==> config.mk <==
export PLATFORM = sky130hd
export DESIGN_NAME = rlc_lane_ctrl_regs
export DESIGN_NICKNAME = d
export VERILOG_FILES = /design/src/rlc_pkg.sv /design/src/rlc_lowpower_timer.sv /design/src/rlc_lane_ctrl_regs.sv
export VERILOG_INCLUDE_DIRS = /design/src
export SDC_FILE = /design/constraint.sdc
export NUM_CORES = 1
export LEC_CHECK = 0
export BUFFER_PORTS_ARGS = -buffer_cell sky130_fd_sc_hd__buf_4
export CAP_MARGIN = 10
export CORE_MARGIN = 4
export CORE_UTILIZATION = 50
export CTS_CLUSTER_DIAMETER = 150
export DETAILED_ROUTE_END_ITERATION = 10
export GPL_ROUTABILITY_DRIVEN = 0
export PLACE_DENSITY = 0.67
export RECOVER_POWER = 100
export REMOVE_ABC_BUFFERS = 1
export SLEW_MARGIN = 15
export SYNTH_ARGS = -nofsm -noshare
export SYNTH_HDL_FRONTEND = slang
export SYNTH_SLANG_ARGS = --single-unit
==> constraint.sdc <==
create_clock -name CLOCK -period 2.4 [get_ports CLOCK]
set_input_delay 0.12 -clock CLOCK [delete_from_list [all_inputs] [get_ports CLOCK]]
set_output_delay 0.12 -clock CLOCK [all_outputs]
set_load 0.1 [all_outputs]
==> src/rlc_cfg.svh <==
`ifndef RLC_CFG_SVH
`define RLC_CFG_SVH

// ------
// register offsets
// ------
`define RLC_OFS_VIDEO_AUX 8'h13
`define RLC_OFS_RX_EQ 8'h20
`define RLC_OFS_UP_EQ 8'h21
`define RLC_OFS_USB_PWR 8'h22
`define RLC_REG_RESET 8'h00

// ------
// field positions
// ------
`define RLC_SNOOP_OFF_BIT 7
`define RLC_ROUTE_HI 5
`define RLC_ROUTE_LO 4
`define RLC_LANE_OFF_HI 3
`define RLC_COMPLIANCE_BIT 7
`define RLC_LOWFREQ_SIGNAL_EQUALIZE_BIT 6
`define RLC_DEBOUNCE_BIT 5
`define RLC_DETECT_OFF_BIT 4
`define RLC_PERIOD_HI 3
`define RLC_PERIOD_LO 2
`define RLC_CM_CTRL_HI 1

// ------
// i2c framing
// ------
`define RLC_I2C_ADDR 7'h2A
`define RLC_BITS_PER_BYTE 4'h8

// ------
// timing
// ------
`define RLC_CLK_MHZ 20
`define RLC_DEBOUNCE_US 200
`define RLC_DEBOUNCE_CYC (`RLC_DEBOUNCE_US * `RLC_CLK_MHZ)
`define RLC_RXDET_SHORT_MS 8
`define RLC_RXDET_LONG_MS 12
`define RLC_RXDET_SHORT_CYC (`RLC_RXDET_SHORT_MS * 1000 * `RLC_CLK_MHZ)
`define RLC_RXDET_LONG_CYC (`RLC_RXDET_LONG_MS * 1000 * `RLC_CLK_MHZ)

`endif

==> src/rlc_pkg.sv <==
package rlc_pkg;
   // i2c slave byte-level states
   typedef enum logic [3:0] {
      RLC_IDLE = 4'h0,
      RLC_ADDR = 4'h1,
      RLC_ADDR_ACK = 4'h2,
      RLC_PTR = 4'h3,
      RLC_PTR_ACK = 4'h4,
      RLC_WDATA = 4'h5,
      RLC_WDATA_ACK = 4'h6,
      RLC_RDATA = 4'h7,
      RLC_RDATA_ACK = 4'h8
   } rlc_state_t;

   // sideband route force codes
   typedef enum logic [1:0] {
      RLC_ROUTE_AUTO = 2'h0,
      RLC_ROUTE_STRAIGHT = 2'h1,
      RLC_ROUTE_CROSSED = 2'h2,
      RLC_ROUTE_OPEN = 2'h3
   } rlc_route_t;
endpackage : rlc_pkg

==> src/rlc_lowpower_timer.sv <==
`timescale 1ns/1ps
`include "rlc_cfg.svh"

module rlc_lowpower_timer #(
   parameter logic [17:0] SHORT_CYC = 18'h27100,
   parameter logic [17:0] LONG_CYC = 18'h3A980
) (
   input wire logic clk, // block clock
   input wire logic rst, // synchronous reset
   input wire logic lowpower, // link in u2/u3
   input wire logic lfps, // lfps seen, already synchronised
   input wire logic debounce_en, // require held lfps before exit
   input wire logic detect_off, // suppress receiver detection in u2/u3
   input wire logic [1:0] period_sel, // detection interval code
   output logic exit_ok, // exit from u2/u3 may proceed
   output logic rxdet_pulse // one-cycle receiver detection strobe
);
   localparam logic [11:0] DEB_CYC = 12'(`RLC_DEBOUNCE_CYC);

   logic [11:0] deb_q;
   logic [11:0] deb_d;
   logic [17:0] per_q;
   logic [17:0] per_d;
   logic exit_q;
   logic pulse_q;

   // debounce counter runs while lfps is held, saturates at the limit
   assign deb_d = !lfps ? 12'h000 : (deb_q == DEB_CYC) ? deb_q : deb_q + 12'h001;

   // interval counter wraps at the selected period; reserved codes act as 8 ms
   wire [17:0] period_w = (period_sel == 2'h1) ? LONG_CYC : SHORT_CYC; // [RULE_17]
   wire period_end_w = (per_q >= period_w - 18'h00001);
   assign per_d = period_end_w ? 18'h00000 : per_q + 18'h00001;
   wire detect_allow_w = !(lowpower && detect_off); // [RULE_13]
   wire exit_d_w = lowpower && lfps && (!debounce_en || deb_q == DEB_CYC); // [RULE_12]

   // counters and registered outputs
   always_ff @(posedge clk) begin
      if (rst) begin
         deb_q <= 12'h000;
         per_q <= 18'h00000;
         exit_q <= 1'b0;
         pulse_q <= 1'b0;
      end else begin
         deb_q <= deb_d;
         per_q <= per_d;
         exit_q <= exit_d_w;
         pulse_q <= period_end_w && detect_allow_w;
      end
   end

   assign exit_ok = exit_q;
   assign rxdet_pulse = pulse_q;
endmodule : rlc_lowpower_timer

==> src/rlc_lane_ctrl_regs.sv <==
`timescale 1ns/1ps
`include "rlc_cfg.svh"

// Overview of operation
// (RULE_01) video/aux register bit 7 set turns aux snooping off; clear keeps it on
// (RULE_02) route force 00 automatic, 01 n-sbu1 p-sbu2, 10 n-sbu2 p-sbu1, 11 open
// (RULE_03) forced route codes pass aux regardless of control and orientation selects
// (RULE_04) lane off bits act only while snooping is off
// (RULE_05) bits 3..0 disable video lanes 3..0 when set
// (RULE_06) rx equalize fields read the strap values while pin override is clear
// (RULE_07) with pin override set, written rx equalize fields drive the receivers
// (RULE_08) upstream equalize in bits 3:0, strap value when not overridden, 7:4 zero
// (RULE_09) with pin override set, written upstream equalize drives that receiver
// (RULE_10) power register bit 7 shows compliance mode, zero otherwise
// (RULE_11) equalization forced to zero during lfps unless bit 6 is set
// (RULE_12) bit 5 set requires 200 us of lfps before leaving u2/u3
// (RULE_13) bit 4 set suppresses receiver detection in u2/u3
// (RULE_14) all four registers reset to zero
// (RULE_15) pin override selects strap or register equalization
// (RULE_16) snooping on enables lanes from snooped lane count, others off
// (RULE_17) bits 3:2 pick detection interval, 00 is 8 ms, 01 is 12 ms
// (RULE_18) reserved bits read zero and ignore writes
module rlc_lane_ctrl_regs
   import rlc_pkg::*;
#(
   parameter logic [6:0] SLAVE_ADDR = `RLC_I2C_ADDR, // arbitrary bus address
   parameter int unsigned RXDET_SHORT_CYC = `RLC_RXDET_SHORT_CYC, // 8 ms in cycles
   parameter int unsigned RXDET_LONG_CYC = `RLC_RXDET_LONG_CYC // 12 ms in cycles
) (
   input wire logic CLOCK, // 20 MHz block clock
   input wire logic RESET, // synchronous, active high
   input wire logic SCL_IN, // i2c clock pin level
   input wire logic SDA_IN, // i2c data pin level
   output logic SDA_OUT, // i2c data drive value, always low
   output logic SDA_OE, // i2c data drive enable
   input wire logic PIN_OVERRIDE, // general control pin override bit
   input wire logic [3:0] USB_EQUALIZE_STRAP_FIRST, // sampled strap, first receiver
   input wire logic [3:0] USB_EQUALIZE_STRAP_SECOND, // sampled strap, second receiver
   input wire logic [3:0] UPSTREAM_EQUALIZE_STRAP, // sampled strap, upstream receiver
   input wire logic [4:0] SNOOP_LANE_COUNT, // snooped lane count value
   input wire logic VIDEO_CONTROL_SELECT, // video path selected
   input wire logic ORIENTATION_SELECT, // plug flipped
   input wire logic COMPLIANCE_ACTIVE, // usb compliance mode from link logic
   input wire logic LOWPOWER_STATE, // usb link in u2/u3
   input wire logic LFPS_DETECT, // analog lfps detector, asynchronous
   output logic AUX_SNOOP_EN, // aux snooping active
   output logic [3:0] VIDEO_LANE_EN, // per-lane video enable
   output logic AUXN_SBU1_EN, // aux n to sbu1 switch
   output logic AUXP_SBU2_EN, // aux p to sbu2 switch
   output logic AUXN_SBU2_EN, // aux n to sbu2 switch
   output logic AUXP_SBU1_EN, // aux p to sbu1 switch
   output logic [3:0] RX_FIRST_EQUALIZE, // applied equalize, first receiver
   output logic [3:0] RX_SECOND_EQUALIZE, // applied equalize, second receiver
   output logic [3:0] UPSTREAM_EQUALIZE, // applied equalize, upstream receiver
   output logic [1:0] COMPLIANCE_CTRL, // compliance control field
   output logic LOWPOWER_EXIT_OK, // u2/u3 exit may proceed
   output logic RXDET_STROBE // receiver detection strobe
);
   // ------
   // helpers
   // ------
   // lanes in use for a snooped lane count
   function automatic logic [3:0] lanes_for_count(input logic [4:0] cnt);
      logic [3:0] en;
      en = 4'h0;
      if (cnt == 5'h01) begin
         en = 4'h1;
      end else if (cnt == 5'h02) begin
         en = 4'h3;
      end else if (cnt == 5'h04) begin
         en = 4'hF;
      end
      return en;
   endfunction : lanes_for_count

   // strap or register by pin override
   function automatic logic [3:0] pick_eq(input logic ovr, input logic [3:0] reg_v, input logic [3:0] strap);
      return ovr ? reg_v : strap;
   endfunction : pick_eq

   // ------
   // pin synchronisers
   // ------
   logic scl_m_q;
   logic scl_s_q;
   logic scl_p_q;
   logic sda_m_q;
   logic sda_s_q;
   logic sda_p_q;
   logic lfps_m_q;
   logic lfps_s_q;

   // two flops per pin, then one history flop on the synchronised scl and sda levels
   always_ff @(posedge CLOCK) begin
      if (RESET) begin
         scl_m_q <= 1'b1;
         scl_s_q <= 1'b1;
         scl_p_q <= 1'b1;
         sda_m_q <= 1'b1;
         sda_s_q <= 1'b1;
         sda_p_q <= 1'b1;
         lfps_m_q <= 1'b0;
         lfps_s_q <= 1'b0;
      end else begin
         scl_m_q <= SCL_IN;
         scl_s_q <= scl_m_q;
         scl_p_q <= scl_s_q;
         sda_m_q <= SDA_IN;
         sda_s_q <= sda_m_q;
         sda_p_q <= sda_s_q;
         lfps_m_q <= LFPS_DETECT;
         lfps_s_q <= lfps_m_q;
      end
   end

   // bus events
   wire start_w = scl_s_q && sda_p_q && !sda_s_q;
   wire stop_w = scl_s_q && !sda_p_q && sda_s_q;
   wire scl_rise_w = scl_s_q && !scl_p_q;
   wire scl_fall_w = !scl_s_q && scl_p_q;

   // ------
   // registers
   // ------
   logic [7:0] vid_q;
   logic [7:0] rxeq_q;
   logic [3:0] upeq_q;
   logic [6:0] pwr_q;
   logic cm_q;
   logic [7:0] ptr_q;
   logic [7:0] ptr_d;
   logic [7:0] shift_q;
   logic [7:0] shift_d;
   logic [3:0] cnt_q;
   logic [3:0] cnt_d;
   logic oe_q;
   logic oe_d;
   rlc_state_t state_q;
   rlc_state_t state_d;

   // field views
   wire snoop_off_w = vid_q[`RLC_SNOOP_OFF_BIT];
   wire [1:0] route_w = vid_q[`RLC_ROUTE_HI:`RLC_ROUTE_LO];
   wire [3:0] lane_off_w = vid_q[`RLC_LANE_OFF_HI:0];
   wire lowfreq_signal_equalize_w = pwr_q[`RLC_LOWFREQ_SIGNAL_EQUALIZE_BIT];
   wire [3:0] eq1_w = pick_eq(PIN_OVERRIDE, rxeq_q[3:0], USB_EQUALIZE_STRAP_FIRST); // [RULE_06] [RULE_15]
   wire [3:0] eq2_w = pick_eq(PIN_OVERRIDE, rxeq_q[7:4], USB_EQUALIZE_STRAP_SECOND); // [RULE_06] [RULE_15]
   wire [3:0] equp_w = pick_eq(PIN_OVERRIDE, upeq_q, UPSTREAM_EQUALIZE_STRAP); // [RULE_08] [RULE_15]

   // read data by pointer; unmapped offsets read zero
   wire [7:0] rd_vid_w = {snoop_off_w, 1'b0, route_w, lane_off_w}; // [RULE_18]
   wire [7:0] rd_pwr_w = {cm_q, pwr_q}; // [RULE_10]
   wire [7:0] rd_data_w = (ptr_q == `RLC_OFS_VIDEO_AUX) ? rd_vid_w :
                          (ptr_q == `RLC_OFS_RX_EQ) ? {eq2_w, eq1_w} :
                          (ptr_q == `RLC_OFS_UP_EQ) ? {4'h0, equp_w} : // [RULE_08]
                          (ptr_q == `RLC_OFS_USB_PWR) ? rd_pwr_w : 8'h00;

   // write strobe at the eighth data bit, before the acknowledge
   wire byte_done_w = scl_fall_w && (cnt_q == `RLC_BITS_PER_BYTE);
   wire wr_fire_w = (state_q == RLC_WDATA) && byte_done_w;
   wire addr_hit_w = (shift_q[7:1] == SLAVE_ADDR);

   // register file writes, reserved bits dropped
   always_ff @(posedge CLOCK) begin
      if (RESET) begin
         vid_q <= `RLC_REG_RESET; // [RULE_14]
         rxeq_q <= `RLC_REG_RESET; // [RULE_14]
         upeq_q <= 4'h0; // [RULE_14]
         pwr_q <= 7'h00; // [RULE_14]
         cm_q <= 1'b0; // [RULE_14]
      end else begin
         cm_q <= COMPLIANCE_ACTIVE; // [RULE_10]
         if (wr_fire_w && ptr_q == `RLC_OFS_VIDEO_AUX) begin
            vid_q <= shift_q & 8'hBF; // [RULE_18]
         end
         if (wr_fire_w && ptr_q == `RLC_OFS_RX_EQ) begin
            rxeq_q <= shift_q; // [RULE_07]
         end
         if (wr_fire_w && ptr_q == `RLC_OFS_UP_EQ) begin
            upeq_q <= shift_q[3:0]; // [RULE_09] [RULE_18]
         end
         if (wr_fire_w && ptr_q == `RLC_OFS_USB_PWR) begin
            pwr_q <= shift_q[6:0]; // [RULE_18]
         end
      end
   end

   // ------
   // i2c slave sequencing
   // ------
   always_comb begin
      state_d = state_q;
      shift_d = shift_q;
      cnt_d = cnt_q;
      oe_d = oe_q;
      ptr_d = ptr_q;
      if (start_w) begin
         state_d = RLC_ADDR;
         cnt_d = 4'h0;
         oe_d = 1'b0;
      end else if (stop_w) begin
         state_d = RLC_IDLE;
         oe_d = 1'b0;
      end else begin
         unique case (state_q)
            RLC_IDLE: begin
               oe_d = 1'b0;
            end
            RLC_ADDR, RLC_PTR, RLC_WDATA: begin
               if (scl_rise_w) begin
                  shift_d = {shift_q[6:0], sda_s_q};
                  cnt_d = cnt_q + 4'h1;
               end else if (byte_done_w) begin
                  cnt_d = 4'h0;
                  if (state_q == RLC_ADDR && !addr_hit_w) begin
                     state_d = RLC_IDLE;
                  end else begin
                     oe_d = 1'b1;
                     if (state_q == RLC_ADDR) begin
                        state_d = RLC_ADDR_ACK;
                     end else if (state_q == RLC_PTR) begin
                        state_d = RLC_PTR_ACK;
                        ptr_d = shift_q;
                     end else begin
                        state_d = RLC_WDATA_ACK;
                     end
                  end
               end
            end
            RLC_ADDR_ACK: begin
               if (scl_fall_w) begin
                  if (shift_q[0]) begin
                     state_d = RLC_RDATA;
                     shift_d = rd_data_w;
                     oe_d = !rd_data_w[7];
                  end else begin
                     state_d = RLC_PTR;
                     oe_d = 1'b0;
                  end
               end
            end
            RLC_PTR_ACK, RLC_WDATA_ACK: begin
               if (scl_fall_w) begin
                  state_d = RLC_WDATA;
                  oe_d = 1'b0;
                  if (state_q == RLC_WDATA_ACK) begin
                     ptr_d = ptr_q + 8'h01;
                  end
               end
            end
            RLC_RDATA: begin
               if (scl_rise_w) begin
                  cnt_d = cnt_q + 4'h1;
               end else if (scl_fall_w) begin
                  if (cnt_q == `RLC_BITS_PER_BYTE) begin
                     state_d = RLC_RDATA_ACK;
                     cnt_d = 4'h0;
                     oe_d = 1'b0;
                     ptr_d = ptr_q + 8'h01;
                  end else begin
                     shift_d = {shift_q[6:0], 1'b0};
                     oe_d = !shift_q[6];
                  end
               end
            end
            RLC_RDATA_ACK: begin
               if (scl_rise_w && sda_s_q) begin
                  state_d = RLC_IDLE;
               end else if (scl_fall_w) begin
                  state_d = RLC_RDATA;
                  shift_d = rd_data_w;
                  oe_d = !rd_data_w[7];
               end
            end
            default: begin
               state_d = RLC_IDLE;
               oe_d = 1'b0;
            end
         endcase
      end
   end

   // slave state registers
   always_ff @(posedge CLOCK) begin
      if (RESET) begin
         state_q <= RLC_IDLE;
         shift_q <= 8'h00;
         cnt_q <= 4'h0;
         oe_q <= 1'b0;
         ptr_q <= 8'h00;
      end else begin
         state_q <= state_d;
         shift_q <= shift_d;
         cnt_q <= cnt_d;
         oe_q <= oe_d;
         ptr_q <= ptr_d;
      end
   end

   assign SDA_OUT = 1'b0;
   assign SDA_OE = oe_q;

   // ------
   // lane, sideband and equalize control
   // ------
   // snooped lane count rules while snooping is on, lane off bits otherwise
   wire [3:0] lane_en_w = snoop_off_w ? ~lane_off_w : // [RULE_04] [RULE_05]
                          lanes_for_count(SNOOP_LANE_COUNT); // [RULE_16]

   // forced codes ignore control and orientation selects
   wire auto_w = (route_w == RLC_ROUTE_AUTO) && VIDEO_CONTROL_SELECT; // [RULE_02]
   wire straight_w = (route_w == RLC_ROUTE_STRAIGHT) || (auto_w && !ORIENTATION_SELECT); // [RULE_03]
   wire crossed_w = (route_w == RLC_ROUTE_CROSSED) || (auto_w && ORIENTATION_SELECT); // [RULE_03]

   // zero equalize during lfps unless told to keep it
   wire eq_zero_w = lfps_s_q && !lowfreq_signal_equalize_w; // [RULE_11]

   logic [3:0] lane_en_q;
   logic [3:0] sbu_q;
   logic [3:0] eq1_q;
   logic [3:0] eq2_q;
   logic [3:0] equp_q;

   // registered control outputs
   always_ff @(posedge CLOCK) begin
      if (RESET) begin
         lane_en_q <= 4'h0;
         sbu_q <= 4'h0;
         eq1_q <= 4'h0;
         eq2_q <= 4'h0;
         equp_q <= 4'h0;
      end else begin
         lane_en_q <= lane_en_w;
         sbu_q <= {crossed_w, crossed_w, straight_w, straight_w};
         eq1_q <= eq_zero_w ? 4'h0 : eq1_w; // [RULE_07]
         eq2_q <= eq_zero_w ? 4'h0 : eq2_w; // [RULE_07]
         equp_q <= eq_zero_w ? 4'h0 : equp_w; // [RULE_09]
      end
   end

   assign AUX_SNOOP_EN = !snoop_off_w; // [RULE_01]
   assign VIDEO_LANE_EN = lane_en_q;
   assign AUXN_SBU1_EN = sbu_q[0];
   assign AUXP_SBU2_EN = sbu_q[1];
   assign AUXN_SBU2_EN = sbu_q[2];
   assign AUXP_SBU1_EN = sbu_q[3];
   assign RX_FIRST_EQUALIZE = eq1_q;
   assign RX_SECOND_EQUALIZE = eq2_q;
   assign UPSTREAM_EQUALIZE = equp_q;
   assign COMPLIANCE_CTRL = pwr_q[`RLC_CM_CTRL_HI:0];

   // ------
   // low-power exit and receiver detection timing
   // ------
   rlc_lowpower_timer #(
      .SHORT_CYC(18'(RXDET_SHORT_CYC)),
      .LONG_CYC(18'(RXDET_LONG_CYC))
   ) u_timer (
      .clk(CLOCK),
      .rst(RESET),
      .lowpower(LOWPOWER_STATE),
      .lfps(lfps_s_q),
      .debounce_en(pwr_q[`RLC_DEBOUNCE_BIT]), // [RULE_12]
      .detect_off(pwr_q[`RLC_DETECT_OFF_BIT]), // [RULE_13]
      .period_sel(pwr_q[`RLC_PERIOD_HI:`RLC_PERIOD_LO]), // [RULE_17]
      .exit_ok(LOWPOWER_EXIT_OK),
      .rxdet_pulse(RXDET_STROBE)
   );
endmodule : rlc_lane_ctrl_regs

==> impl_metrics.tcl <==
set metrics [dict create \
    outcome "finished, violations left" \
    violations "capacitance limit, slew limit" \
    grt_overflow 0 \
    diodes 0 \
    postCtsResizedCells 0 \
    hold-worst-slack_ns 0.02721 \
    yosysWarningCount 0 \
    drc 0 \
    crit_family "simple AND/OR/NAND/NOR gates" \
    die-area_sq_um 12640 \
    syn_inst 635 \
    synth.ff_latch_count 110 \
    cts_root_buf "clkbuf_8" \
    p_leak_uw 0.002322 \
    crit_chain "inv_1 -> ha_1 -> nand2_1 -> nor4_4 -> and2_1 -> mux2i_1 -> nor2_1" \
    final_common_cell "dfxtp_1" \
    crit_fanout 11 \
    end_kind "flip-flop" \
    clkSinkCount 110 \
    cts_tree "yes" \
    die_h_um 112.4 \
    grt_max_degree 37 \
    io_pins 54 \
    grt_pass1_vias 4388 \
    drt-initial-drc-count 426 \
    reg2reg_from "scl_s_q" \
    crit_buf_inv 1 \
    wl_per_cell_um 15.90 \
    row_count 37 \
    syn-cell-area_sq_um 5454 \
    power_density_nw_per_um2 602.1 \
    synth-edff-count 0 \
    max_freq_mhz 449.0 \
    yosys_most_used_dff "dfxtp_1" \
    cts_buffer_depth 2 \
    synthArstFlopShare 0 \
    cts_buffers 9 \
    rrSetupSlack_ns 0.17 \
    final.setup.tns_ns 0 \
    post-cts-setup-buffer-count 0 \
    period_needed_ns 2.227 \
    grt_pass1_wl_um 21680 \
    setup_violations 0 \
    ff2ff_path_depth 7 \
    die_w_um 112.4 \
    vias 4629 \
    core_sq_um 10460 \
    start_util 0.5213 \
    crit_type "flip-flop to flip-flop" \
    holdCritStartpoint "UPSTREAM_EQUALIZE_STRAP[0]" \
    layout-drive-gt1-share 0.1194 \
    worst_slew_pin_slew_ns 1.651 \
    holdCritPathClass "input pin to flip-flop" \
    clock_latency_ns 0.37 \
    hpwl_um 9496 \
    wl_um 13090 \
    synth.avg_cell_area_sq_um 8.589 \
    drv_cap 1 \
    clkTransAtPathRegs_ns 0.10 \
    ys_types 70 \
    rsz0062_at_grt "no" \
    ys_seq_area_frac 0.4038 \
    startpoint_type "flip-flop" \
    final_cell_mix "dfxtp_1 (110), nor2_1 (97), nand2_1 (42)" \
    rr_endpoint "vid_q[1]" \
    buffer_ports.inserted 52 \
    nNetsFinal 724 \
    finalCritPeriodShare 0.9280 \
    area_delta_synth_final_pct 12.50 \
    required_ns 2.60 \
    final_antenna_net_count 0 \
    vdd_drop_max_uv 384.4 \
    drt_pass1_iterations 5 \
    viasPerCell 5.625 \
    hold_end "UPSTREAM_EQUALIZE[0]" \
    cp_slowest_cell "and2_1" \
    htreeDepth 3 \
    worstPathArrival_ns 2.43 \
    worst_path_largest_cell_delay_ns 0.42 \
    whs_path_depth 3 \
    antenna_found_initial 0 \
    fin_worst_skew_ns 0.01093 \
    final_hold_viol_count 0 \
    relSlewSlack -0.1009 \
    grtUsageTotal 0.2070 \
    finalMaxSlewViolations 37 \
]
==> Yosys cell counts (all sizes together) (2+ instances only) <==
library cell  instances  area share
nor4bb                3      0.0055
nand3b                5      0.0069
nand2b                7      0.0080
or3                   8      0.0092
a221o                 3      0.0055
a21oi                40       0.037
a22oi                 2      0.0028
nor2                 97       0.067
o21a                  2      0.0028
and3                  7      0.0085
clkbuf               16       0.011
dfxtp               110        0.40
xnor2                13       0.021
nand4                 8      0.0092
o211ai                2      0.0028
o221a                 2      0.0041
mux2i                36       0.066
and2                  4      0.0048
nand2                42       0.029
mux2                  5       0.010
or2                   4      0.0046
o221ai                3      0.0048
o21ai                29       0.027
or3b                  4      0.0064
a311oi                6       0.013
inv                  24       0.017
nor2b                10       0.011
buf                  25       0.026
a31oi                 3      0.0034
and3b                 4      0.0064
o22ai                 2      0.0023
a211o                 3      0.0048
ha                   14       0.032
a211oi                6      0.0083
nand4b                2      0.0032
nor4b                 2      0.0044
nor4                  5       0.011
nand3                24       0.022
o31ai                 2      0.0028
nor3                  8      0.0073
xor2                 15       0.024
nor3b                 3      0.0041
a21o                  7      0.0096
a2bb2oi               2      0.0032
==> what timing repair did <==
action | CTS | global route
hold buffers | 5 | 0
setup endpoints to repair | 0 | 0
endpoints found under the hold margin | 6 | 0
==> metrics by stage <==
step | cell area (sq um) | setup WS (ns) | std cells | power [uW] | utilization
4_1_cts | 6246 | 0.2764 | 823 | 3740 | 0.5970
3_3_place_gp | 5983 | 0.3812 | 803 | 2515 | 0.5719
3_5_place_dp | 5983 | 0.2998 | 803 | 2524 | 0.5719
2_1_floorplan | 5253 | 0.3065 | 594 | 2306 | -
5_1_grt | 6136 | 0.02008 | 823 | 3852 | 0.5865
6_report | 6136 | 0.1727 | 823 | 3695 | 0.5865
==> final cells by class <==
| cell class | instances | area [sq um] |
|---|---|---|
| fill | 988 | 4327 |
| multi-input combinational | 460 | 2960 |
| sequential | 110 | 2202 |
| timing repair buffer | 78 | 500.5 |
| tap | 136 | 170.2 |
| clock buffer | 10 | 127.6 |
| inverter | 24 | 90.09 |
| clock inverter | 5 | 85.08 |
==> how the worst max path moves through the flow <==
stage,start,endpoint,cells past startpoint
floorplan,state_q[1],ptr_q[7],5
global placement,scl_s_q,state_q[0],6
detailed placement,scl_s_q,vid_q[2],7
CTS,ptr_q[0],shift_q[5],7
global route,scl_s_q,state_q[0],7
finish,scl_s_q,vid_q[1],7
==> state kept, by name, summed over array words and instances, names as in the netlist, 7 cells and up <==
register,flops
shift_q,8
rxeq_q,8
u_timer.deb_q,12
ptr_q,8
u_timer.per_q,18
vid_q,7
pwr_q,7
==> per-layer routing <==
metal  vias to the layer above  track usage  wire length (um)
met5                         -            0                 0
met4                         0      0.04647               112
met3                         8      0.03504               536
met2                       105       0.3341              6165
met1                      2207       0.2908              6273
li1                       2309            -                 -
==> tightest hold or removal path, cell delays in order <==
cell     delay, ns
buf_4         0.08
mux2i_1       0.08
nor2_1        0.08
==> cell families (layout without fill, tap and decap cells) <==
group / after synthesis / in the layout / share of synthesized area
and+or+nand+nor: 250 / 250 / 0.2338
muxes: 41 / 41 / 0.07639
AOI/OAI and AO/OA: 126 / 126 / 0.1549
buffers and inverters: 65 / 117 / 0.05345
DFF: 110 / 110 / 0.4038
other: 1 / 1 / 0.0006876
adders and majority gates: 14 / 14 / 0.03212
xor gates and xnor gates: 28 / 28 / 0.04497
==> where the power goes <==
group          switching [uW]  internal (uW)
Clock                     630            587
Sequential               46.2           1880
Combinational             364            192
Power figures use the tool's default switching activity.
